## src/module_clock_disable_regs.vh

```
// register map, field positions and reset values of the module clock disable
`ifndef MODULE_CLOCK_DISABLE_REGS_VH
`define MODULE_CLOCK_DISABLE_REGS_VH

// byte offsets on the register bus
`define MCD_DISABLE_1_OFS 12'h000
`define MCD_DISABLE_2_OFS 12'h004
`define MCD_DISABLE_3_OFS 12'h008
`define MCD_STATUS_1_OFS 12'h00c
`define MCD_STATUS_2_OFS 12'h010
`define MCD_STATUS_3_OFS 12'h014

// implemented bit positions of each disable register
`define MCD_IMPL_1 16'hfefb
`define MCD_IMPL_2 16'hc30f
`define MCD_IMPL_3 16'h07f0

// reset values
`define MCD_RESET_1 16'h0000
`define MCD_RESET_2 16'h0000
`define MCD_RESET_3 16'h0000

// first register
`define MCD_TIMER_FIVE 15
`define MCD_TIMER_FOUR 14
`define MCD_TIMER_THREE 13
`define MCD_TIMER_TWO 12
`define MCD_TIMER_ONE 11
`define MCD_ENCODER_ONE 10
`define MCD_MOTOR_PWM_ONE 9
`define MCD_TWO_WIRE_ONE 7
`define MCD_SERIAL_TWO 6
`define MCD_SERIAL_ONE 5
`define MCD_FOUR_WIRE_TWO 4
`define MCD_FOUR_WIRE_ONE 3
`define MCD_CAN_ONE 1
`define MCD_ADC_ONE 0
// second register
`define MCD_CAPTURE_EIGHT 15
`define MCD_CAPTURE_SEVEN 14
`define MCD_CAPTURE_TWO 9
`define MCD_CAPTURE_ONE 8
`define MCD_COMPARE_FOUR 3
`define MCD_COMPARE_THREE 2
`define MCD_COMPARE_TWO 1
`define MCD_COMPARE_ONE 0
// third register
`define MCD_COMPARATOR 10
`define MCD_CALENDAR 9
`define MCD_PARALLEL_MASTER 8
`define MCD_CHECKSUM 7
`define MCD_AUDIO_DAC 6
`define MCD_ENCODER_TWO 5
`define MCD_MOTOR_PWM_TWO 4

`endif

```

## src/disable_word.v

```verilog
// one 16-bit disable register with unimplemented positions held at zero
`timescale 1ns/100ps
module disable_word #(
    parameter [15:0] IMPL = 16'hffff,
    parameter [15:0] RST = 16'h0000
) (
    input wire clk, // system clock
    input wire reset, // synchronous, active high
    input wire wr, // write strobe
    input wire [15:0] wdata, // write data
    output wire [15:0] q // register value
);
    reg [15:0] q_r;
    always @(posedge clk) begin
        if (reset) begin
            q_r <= RST & IMPL;
        end else if (wr) begin
            q_r <= wdata & IMPL;
        end
    end
    assign q = q_r;
endmodule

```

## src/clock_gate.v

```verilog
// glitch-free clock gate, enable caught on the falling edge and held while the clock is low
`timescale 1ns/100ps
module clock_gate (
    input wire clk, // clock to gate
    input wire en, // registered enable from the clk domain
    output wire gclk // gated clock
);
    reg en_lo_r;
    // changes only on the falling edge, so a high phase is never cut short
    always @(negedge clk) begin
        en_lo_r <= en;
    end
    assign gclk = clk & en_lo_r;
endmodule

```

## src/module_clock_disable.v

```verilog
// peripheral clock gating block with its APB register file
//
// Overview of operation
// - a set disable bit stops every clock going to that peripheral.
// - a disabled peripheral ignores writes to its own registers.
// - a peripheral runs only if its bit is clear and it is present.
// - every implemented disable bit resets to zero.
// - setting a bit disables the peripheral one instruction cycle later.
// - clearing a bit enables the peripheral one instruction cycle later.
// - word one bits 15..9 are timers five..one, encoder one, pwm one.
// - word one bits 7..3, 1 and 0 are two-wire, serials, four-wires, can, adc.
// - word two bits 15,14,9,8 are captures eight, seven, two and one.
// - word two bits 3..0 disable compare units four down to one.
// - word three bits 10..4 are comparator to motor pwm two.
// - unimplemented disable bits read as zero.
`timescale 1ns/100ps
`include "module_clock_disable_regs.vh"
module module_clock_disable #(
    parameter [15:0] PRESENT_1 = 16'hfefb, // peripherals in this variant
    parameter [15:0] PRESENT_2 = 16'hc30f,
    parameter [15:0] PRESENT_3 = 16'h07f0
) (
    input wire CLK, // system clock, 20 MHz
    input wire RESET, // synchronous reset, active high
    input wire PSEL, // apb select
    input wire PENABLE, // apb access phase
    input wire PWRITE, // apb direction, high for write
    input wire [11:0] PADDR, // apb byte address
    input wire [31:0] PWDATA, // apb write data
    output wire PREADY, // apb ready
    output wire [31:0] PRDATA, // apb read data
    output wire PSLVERR, // apb error on unmapped address
    input wire [15:0] PERIPH_WR_1, // peripheral register writes, word one
    input wire [15:0] PERIPH_WR_2, // peripheral register writes, word two
    input wire [15:0] PERIPH_WR_3, // peripheral register writes, word three
    output wire [15:0] PERIPH_WR_OK_1, // writes passed on, word one
    output wire [15:0] PERIPH_WR_OK_2, // writes passed on, word two
    output wire [15:0] PERIPH_WR_OK_3, // writes passed on, word three
    output wire [15:0] ACCESS_EN_1, // register access enables, word one
    output wire [15:0] ACCESS_EN_2, // register access enables, word two
    output wire [15:0] ACCESS_EN_3, // register access enables, word three
    output wire TIMER_FIVE_CLK, // gated clocks, one per peripheral
    output wire TIMER_FOUR_CLK, // timer four
    output wire TIMER_THREE_CLK, // timer three
    output wire TIMER_TWO_CLK, // timer two
    output wire TIMER_ONE_CLK, // timer one
    output wire ENCODER_ONE_CLK, // quadrature encoder one
    output wire MOTOR_PWM_ONE_CLK, // motor pwm one
    output wire TWO_WIRE_ONE_CLK, // i2c one
    output wire SERIAL_PORT_TWO_CLK, // uart two
    output wire SERIAL_PORT_ONE_CLK, // uart one
    output wire FOUR_WIRE_TWO_CLK, // spi two
    output wire FOUR_WIRE_ONE_CLK, // spi one
    output wire CAN_ONE_CLK, // can one
    output wire ADC_ONE_CLK, // adc one
    output wire CAPTURE_EIGHT_CLK, // input capture eight
    output wire CAPTURE_SEVEN_CLK, // input capture seven
    output wire CAPTURE_TWO_CLK, // input capture two
    output wire CAPTURE_ONE_CLK, // input capture one
    output wire COMPARE_FOUR_CLK, // output compare four
    output wire COMPARE_THREE_CLK, // output compare three
    output wire COMPARE_TWO_CLK, // output compare two
    output wire COMPARE_ONE_CLK, // output compare one
    output wire COMPARATOR_CLK, // analog comparator
    output wire CALENDAR_CLOCK_CLK, // real-time clock
    output wire PARALLEL_MASTER_CLK, // parallel master port
    output wire CHECKSUM_UNIT_CLK, // crc
    output wire AUDIO_DAC_CLK, // audio dac
    output wire ENCODER_TWO_CLK, // quadrature encoder two
    output wire MOTOR_PWM_TWO_CLK // motor pwm two
);

    // effective enable: bit clear, position implemented, peripheral present
    function [15:0] run_mask;
        input [15:0] dis;
        input [15:0] impl;
        input [15:0] present;
        begin
            run_mask = ~dis & impl & present;
        end
    endfunction

    // register index from byte address, 3'h7 when unmapped
    function [2:0] reg_index;
        input [11:0] addr;
        begin
            case (addr)
                `MCD_DISABLE_1_OFS: reg_index = 3'h0;
                `MCD_DISABLE_2_OFS: reg_index = 3'h1;
                `MCD_DISABLE_3_OFS: reg_index = 3'h2;
                `MCD_STATUS_1_OFS: reg_index = 3'h3;
                `MCD_STATUS_2_OFS: reg_index = 3'h4;
                `MCD_STATUS_3_OFS: reg_index = 3'h5;
                default: reg_index = 3'h7;
            endcase
        end
    endfunction

    wire setup_ph;
    wire access_ph;
    wire [2:0] sel_idx;
    wire wr_acc;
    wire [15:0] dis_1;
    wire [15:0] dis_2;
    wire [15:0] dis_3;
    reg [15:0] run_1_r;
    reg [15:0] run_2_r;
    reg [15:0] run_3_r;
    reg [15:0] rd_nxt;
    reg [31:0] prdata_r;
    reg pslverr_r;
    reg err_nxt;

    // zero wait states: read data is caught in the setup cycle
    assign setup_ph = PSEL & ~PENABLE;
    assign access_ph = PSEL & PENABLE;
    assign sel_idx = reg_index(PADDR);
    assign wr_acc = access_ph & PWRITE;
    assign PREADY = 1'b1;
    assign PRDATA = prdata_r;
    assign PSLVERR = pslverr_r;

    disable_word #(
        .IMPL(`MCD_IMPL_1),
        .RST(`MCD_RESET_1)
    ) word_one (
        .clk(CLK),
        .reset(RESET),
        .wr(wr_acc & (sel_idx == 3'h0)),
        .wdata(PWDATA[15:0]),
        .q(dis_1)
    );

    disable_word #(
        .IMPL(`MCD_IMPL_2),
        .RST(`MCD_RESET_2)
    ) word_two (
        .clk(CLK),
        .reset(RESET),
        .wr(wr_acc & (sel_idx == 3'h1)),
        .wdata(PWDATA[15:0]),
        .q(dis_2)
    );

    disable_word #(
        .IMPL(`MCD_IMPL_3),
        .RST(`MCD_RESET_3)
    ) word_three (
        .clk(CLK),
        .reset(RESET),
        .wr(wr_acc & (sel_idx == 3'h2)),
        .wdata(PWDATA[15:0]),
        .q(dis_3)
    );

    // read mux; status words show what the peripherals really see
    always @* begin
        rd_nxt = 16'h0000;
        err_nxt = 1'b0;
        case (sel_idx)
            3'h0: rd_nxt = dis_1;
            3'h1: rd_nxt = dis_2;
            3'h2: rd_nxt = dis_3;
            3'h3: rd_nxt = run_1_r;
            3'h4: rd_nxt = run_2_r;
            3'h5: rd_nxt = run_3_r;
            default: err_nxt = 1'b1;
        endcase
    end

    always @(posedge CLK) begin
        if (RESET) begin
            prdata_r <= 32'h00000000;
            pslverr_r <= 1'b0;
        end else if (setup_ph) begin
            prdata_r <= PWRITE ? 32'h00000000 : {16'h0000, rd_nxt};
            pslverr_r <= err_nxt;
        end else begin
            prdata_r <= 32'h00000000;
            pslverr_r <= 1'b0;
        end
    end

    // one cycle behind the disable word, in either direction
    always @(posedge CLK) begin
        if (RESET) begin
            run_1_r <= `MCD_IMPL_1 & PRESENT_1;
            run_2_r <= `MCD_IMPL_2 & PRESENT_2;
            run_3_r <= `MCD_IMPL_3 & PRESENT_3;
        end else begin
            run_1_r <= run_mask(dis_1, `MCD_IMPL_1, PRESENT_1);
            run_2_r <= run_mask(dis_2, `MCD_IMPL_2, PRESENT_2);
            run_3_r <= run_mask(dis_3, `MCD_IMPL_3, PRESENT_3);
        end
    end

    assign ACCESS_EN_1 = run_1_r;
    assign ACCESS_EN_2 = run_2_r;
    assign ACCESS_EN_3 = run_3_r;

    // a disabled peripheral's register writes never reach it
    assign PERIPH_WR_OK_1 = PERIPH_WR_1 & run_1_r;
    assign PERIPH_WR_OK_2 = PERIPH_WR_2 & run_2_r;
    assign PERIPH_WR_OK_3 = PERIPH_WR_3 & run_3_r;

    // a gate at every implemented position, present or not; an absent peripheral's clock stays low
    // word one, upper byte
    clock_gate timer_five_gate (
        .clk(CLK),
        .en(run_1_r[`MCD_TIMER_FIVE]),
        .gclk(TIMER_FIVE_CLK)
    );
    clock_gate timer_four_gate (
        .clk(CLK),
        .en(run_1_r[`MCD_TIMER_FOUR]),
        .gclk(TIMER_FOUR_CLK)
    );
    clock_gate timer_three_gate (
        .clk(CLK),
        .en(run_1_r[`MCD_TIMER_THREE]),
        .gclk(TIMER_THREE_CLK)
    );
    clock_gate timer_two_gate (
        .clk(CLK),
        .en(run_1_r[`MCD_TIMER_TWO]),
        .gclk(TIMER_TWO_CLK)
    );
    clock_gate timer_one_gate (
        .clk(CLK),
        .en(run_1_r[`MCD_TIMER_ONE]),
        .gclk(TIMER_ONE_CLK)
    );
    clock_gate encoder_one_gate (
        .clk(CLK),
        .en(run_1_r[`MCD_ENCODER_ONE]),
        .gclk(ENCODER_ONE_CLK)
    );
    clock_gate motor_pwm_one_gate (
        .clk(CLK),
        .en(run_1_r[`MCD_MOTOR_PWM_ONE]),
        .gclk(MOTOR_PWM_ONE_CLK)
    );

    // word one, lower byte
    clock_gate two_wire_one_gate (
        .clk(CLK),
        .en(run_1_r[`MCD_TWO_WIRE_ONE]),
        .gclk(TWO_WIRE_ONE_CLK)
    );
    clock_gate serial_two_gate (
        .clk(CLK),
        .en(run_1_r[`MCD_SERIAL_TWO]),
        .gclk(SERIAL_PORT_TWO_CLK)
    );
    clock_gate serial_one_gate (
        .clk(CLK),
        .en(run_1_r[`MCD_SERIAL_ONE]),
        .gclk(SERIAL_PORT_ONE_CLK)
    );
    clock_gate four_wire_two_gate (
        .clk(CLK),
        .en(run_1_r[`MCD_FOUR_WIRE_TWO]),
        .gclk(FOUR_WIRE_TWO_CLK)
    );
    clock_gate four_wire_one_gate (
        .clk(CLK),
        .en(run_1_r[`MCD_FOUR_WIRE_ONE]),
        .gclk(FOUR_WIRE_ONE_CLK)
    );
    clock_gate can_one_gate (
        .clk(CLK),
        .en(run_1_r[`MCD_CAN_ONE]),
        .gclk(CAN_ONE_CLK)
    );
    clock_gate adc_one_gate (
        .clk(CLK),
        .en(run_1_r[`MCD_ADC_ONE]),
        .gclk(ADC_ONE_CLK)
    );

    // word two
    clock_gate capture_eight_gate (
        .clk(CLK),
        .en(run_2_r[`MCD_CAPTURE_EIGHT]),
        .gclk(CAPTURE_EIGHT_CLK)
    );
    clock_gate capture_seven_gate (
        .clk(CLK),
        .en(run_2_r[`MCD_CAPTURE_SEVEN]),
        .gclk(CAPTURE_SEVEN_CLK)
    );
    clock_gate capture_two_gate (
        .clk(CLK),
        .en(run_2_r[`MCD_CAPTURE_TWO]),
        .gclk(CAPTURE_TWO_CLK)
    );
    clock_gate capture_one_gate (
        .clk(CLK),
        .en(run_2_r[`MCD_CAPTURE_ONE]),
        .gclk(CAPTURE_ONE_CLK)
    );
    clock_gate compare_four_gate (
        .clk(CLK),
        .en(run_2_r[`MCD_COMPARE_FOUR]),
        .gclk(COMPARE_FOUR_CLK)
    );
    clock_gate compare_three_gate (
        .clk(CLK),
        .en(run_2_r[`MCD_COMPARE_THREE]),
        .gclk(COMPARE_THREE_CLK)
    );
    clock_gate compare_two_gate (
        .clk(CLK),
        .en(run_2_r[`MCD_COMPARE_TWO]),
        .gclk(COMPARE_TWO_CLK)
    );
    clock_gate compare_one_gate (
        .clk(CLK),
        .en(run_2_r[`MCD_COMPARE_ONE]),
        .gclk(COMPARE_ONE_CLK)
    );

    // word three
    clock_gate comparator_gate (
        .clk(CLK),
        .en(run_3_r[`MCD_COMPARATOR]),
        .gclk(COMPARATOR_CLK)
    );
    clock_gate calendar_gate (
        .clk(CLK),
        .en(run_3_r[`MCD_CALENDAR]),
        .gclk(CALENDAR_CLOCK_CLK)
    );
    clock_gate parallel_master_gate (
        .clk(CLK),
        .en(run_3_r[`MCD_PARALLEL_MASTER]),
        .gclk(PARALLEL_MASTER_CLK)
    );
    clock_gate checksum_gate (
        .clk(CLK),
        .en(run_3_r[`MCD_CHECKSUM]),
        .gclk(CHECKSUM_UNIT_CLK)
    );
    clock_gate audio_dac_gate (
        .clk(CLK),
        .en(run_3_r[`MCD_AUDIO_DAC]),
        .gclk(AUDIO_DAC_CLK)
    );
    clock_gate encoder_two_gate (
        .clk(CLK),
        .en(run_3_r[`MCD_ENCODER_TWO]),
        .gclk(ENCODER_TWO_CLK)
    );
    clock_gate motor_pwm_two_gate (
        .clk(CLK),
        .en(run_3_r[`MCD_MOTOR_PWM_TWO]),
        .gclk(MOTOR_PWM_TWO_CLK)
    );

endmodule

```

## config.mk

```make
export PLATFORM = sky130hd
export DESIGN_NAME = module_clock_disable
export DESIGN_NICKNAME = d
export VERILOG_FILES = /design/src/disable_word.v /design/src/clock_gate.v /design/src/module_clock_disable.v
export VERILOG_INCLUDE_DIRS = /design/src /design/src/src
export SDC_FILE = /design/constraint.sdc
export NUM_CORES = 1
export LEC_CHECK = 0
export ABC_AREA = 1
export BUFFER_PORTS_ARGS = -buffer_cell sky130_fd_sc_hd__buf_4
export CORE_MARGIN = 2
export CORE_UTILIZATION = 45
export DETAILED_ROUTE_END_ITERATION = 7
export HOLD_SLACK_MARGIN = 0.03
export PLACE_DENSITY = 0.83
export SKIP_LAST_GASP = 1
export SYNTH_ARGS = -nofsm -noshare
export SYNTH_HDL_FRONTEND = slang
export SYNTH_SLANG_ARGS = --single-unit
```

## constraint.sdc

```tcl
create_clock -name CLK -period 2.43 [get_ports CLK]
set_input_delay 0.243 -clock CLK [delete_from_list [all_inputs] [get_ports CLK]]
set_output_delay 0.243 -clock CLK [all_outputs]
set_load 0.02 [all_outputs]
```

==> summary.md <==
| Metric | Value |
|---|---|
| Register bit total from synthesis | 104 |
| Placer Congestion | 0.7772 |
| Crit Path Class | reg2out |
| # port buffers | around 170 |
| Die Span Y | 106.3 µm |
| Failing checks | setup timing |
| Complex-gate fraction of the synthesized area | 0.05499 |
| Initial core utilization | 0.4603 |
| DRT iter0 DRCs | 234 |
| Worst R2R End | four_wire_two_gate.en_lo_r |
| Via/cell ratio | 4.510 |
| Startpoint types | flop |
| Row cnt | 37 |
| Setup violators final | 58 |
| Ys Warns | 0 |
| Via count | roughly 4400 |
| WL per Instance | around 13 µm |
| Synth cell types | 28 |
| Reg2reg start | ACCESS_EN_1[4] |
| Final wirelength | 12.17 mm |
| Worst skew pair latency | about 0.53 ns |
| LEAKAGE | between 3 and 4 nW |
| Outcome | finished with violations |
| XOR/XNOR Fraction of Synth Area | 0 |
| Post-Synth Simple-Gate Area | 0.2604 |
| Post-Synth Adder-Cell Area | 0.005313 |
| Clock-pin slew on the worst setup and hold paths | 0.09 ns |
| Die span in x | 106.3 µm |
| Total global-route track usage | 0.2161 |
| # placed instances | ~890 |
| Antenna violations before repair | 0 |
| Post-synthesis mux area share | 0 |
| Crit path DAT | between 2 and 2.5 ns |
| Relative slew slack | 0.6448 |
| Clk_skew | 0.06813 ns |
| Placed cell areas | 5673 µm² |
| FFs w/ async S/R, synth | 0 |
| Dpl hpwl | 8.232 mm |
| DRC violations left | 0 |
| PwrDens | 1033 nW/µm² |
| Post-DRT Antenna Nets | 0 |
| Largest family of logic cells by synthesized area | simple AND/OR/NAND/NOR gates |
| Max IR drop VDD | between 0.9 and 1 mV |
| Measured slew at the worst slew-check pin | 0.5327 ns |
| Max Cap Violations | 0 |
| Setup Buffers After CTS | 0 |
| R2R Setup Slk | 0.70 ns |
| Layout Nets | between 900 and 1000 |
| Sequential cell area fraction in the yosys report | 0.4421 |
| # IOs | 256 |
| Core area | 10230 µm² |
| Drt first pass iters | 5 |
| Min Hold Slack | around 0.05 ns |
| RSZ-0062 raised after global routing | yes |
| Die Area | 11300 µm² |
| Layout cells sized above 1 | 0.3373 |
| Mapped Area | 4710 µm² |
| Worst setup EP type | primary output |
| Post-synth EDFFs | 0 |
| Crit Path Max Fanout | 1 |
| Slew Limit Fails | 0 |
| Hold Vio Cnt, Final | 0 |
| Worst reg2reg path depth | 0 |
| Hold EP | word_three.q[9] |
| Setup TNS | -1.963 ns |
| Fill cell count | around 900 |
| Largest net degree at the start of global routing | slightly below 60 |
| CTS tree | done |
| Fin cells | slightly below 1000 |
| First-pass GRT wire length | 19.18 mm |
| Setup ws final | -0.09108 ns |
| Layout Area Growth over Synthesis | 39.64% |
| Leading cell type in the layout, fill and taps excluded | buf_4 |
| Antenna Cells | 0 |
| Number of global-route vias before repair | 4470 |
| Top FF cell, synth | dfxtp_1 |
| Worst min-delay path category | in2reg |
| Gr ovfl total | 0 |
| Synth Area per Inst | 7.487 µm² |
| Cell depth of the worst hold path | 3 |
| Post-route cell area | between 6000 and 7000 µm² |
| Post-Synthesis Cells | 629 |
| Most frequent cells in the layout | buf_4 (146), nand2_1 (124), inv_1 (107) |
| Hold path start | PWDATA[9] |
| Required @ worst endpoint | around 2.2 ns |
## synthesized netlist by cell type, types with 3 or more instances
| cell type | instances | share of area |
|---|---|---|
| nand2_1 | 137 | 0.11 |
| dfxtp_1 | 104 | 0.44 |
| inv_1 | 95 | 0.076 |
| buf_4 | 86 | 0.14 |
| nor2_1 | 64 | 0.051 |
| o21ai_0 | 28 | 0.030 |
| nand3_1 | 27 | 0.029 |
| nor3_1 | 16 | 0.017 |
| a21oi_1 | 12 | 0.013 |
| clkbuf_1 | 11 | 0.0088 |
| o21ai_1 | 10 | 0.011 |
| nand3_2 | 5 | 0.011 |
| nor2_2 | 5 | 0.0066 |
| nand4_1 | 4 | 0.0053 |
| nor2_4 | 4 | 0.0096 |
| buf_6 | 3 | 0.0072 |
| nand2_4 | 3 | 0.0072 |
## logic make-up (layout without fill, tap and decap cells)
group | Yosys count | count (layout)
AO/OA/AOI/OAI | 51 | 51
flip-flops | 104 | 104
buffers and inverters | 200 | 351
other | 2 | 55
adder cells (fa/ha/maj) | 2 | 2
AND/OR/NAND/NOR | 270 | 270
## worst max-delay path by stage
stage	end	start	slack, ns
global route	TIMER_TWO_CLK	timer_two_gate.en_lo_r	-0.15
floorplan	PARALLEL_MASTER_CLK	parallel_master_gate.en_lo_r	0.49
detailed placement	word_three.q[5]	PADDR[9]	0.20
CTS	AUDIO_DAC_CLK	audio_dac_gate.en_lo_r	-0.10
global placement	word_three.q[8]	PADDR[9]	0.29
finish	CAPTURE_ONE_CLK	capture_one_gate.en_lo_r	-0.09
## power by group
part / internal, mW / leakage, nW / switching, mW
Clock: 2.39 / 0.830 / 2.38
Combinational: 0.129 / 1.83 / 0.185
Sequential: 1.71 / 0.830 / 0.000392
Total: 4.23 / 3.49 / 2.56
## metal layers
layer | track usage | share of wire | vias to the layer above
li1 | - | - | 2157
met1 | 0.2422 | 0.40 | 1972
met2 | 0.3297 | 0.50 | 208
met3 | 0.08461 | 0.077 | 33
met4 | 0.1635 | 0.026 | 0
met5 | 0 | 0 | -
## worst max-delay path, cell delays in order, from the launching register on
cell	delay, ns
dfxtp_2	0.33
nand2_2	0.05
inv_2	0.05
buf_6	0.11
## flip-flops by register name, summed over array words and instances, names as in the netlist, 7 cells and up
register / flops
word_three.q: 7
word_one.q: 14
word_two.q: 8
ACCESS_EN_1: 14
PRDATA: 16
ACCESS_EN_2: 8
ACCESS_EN_3: 7
## repair_timing
action / in CTS / in global routing
hold buffers: 14 / 2
pin swaps: 28 / 4
endpoints found under the hold margin: 18 / 2
endpoints found under the setup margin: 58 / 58
resized for setup: 37 / 42
## through the flow
step | utilization | setup WS (ns) | power, mW
final | 0.6428 | -0.09108 | 6.792
after detailed placement | 0.5545 | 0.2027 | 3.858
after global routing | 0.6428 | -0.1475 | 7.174
after global placement | 0.5545 | 0.2880 | 3.855
after CTS | 0.6361 | -0.1045 | 6.714
after floorplan | - | 0.4918 | 3.201
## layout make-up
cell class | count | area, µm² | share of cell area
inverter | 68 | 257.7 | 0.03919
multi-input combinational | 378 | 1749 | 0.2660
clock inverter | 67 | 299.0 | 0.04547
clock buffer | 53 | 716.9 | 0.1090
tap | 136 | 170.2 | 0.02588
sequential | 104 | 2107 | 0.3204
timing repair buffer | 163 | 1276 | 0.1941
Note: power is estimated with default switching activity, not from simulation.
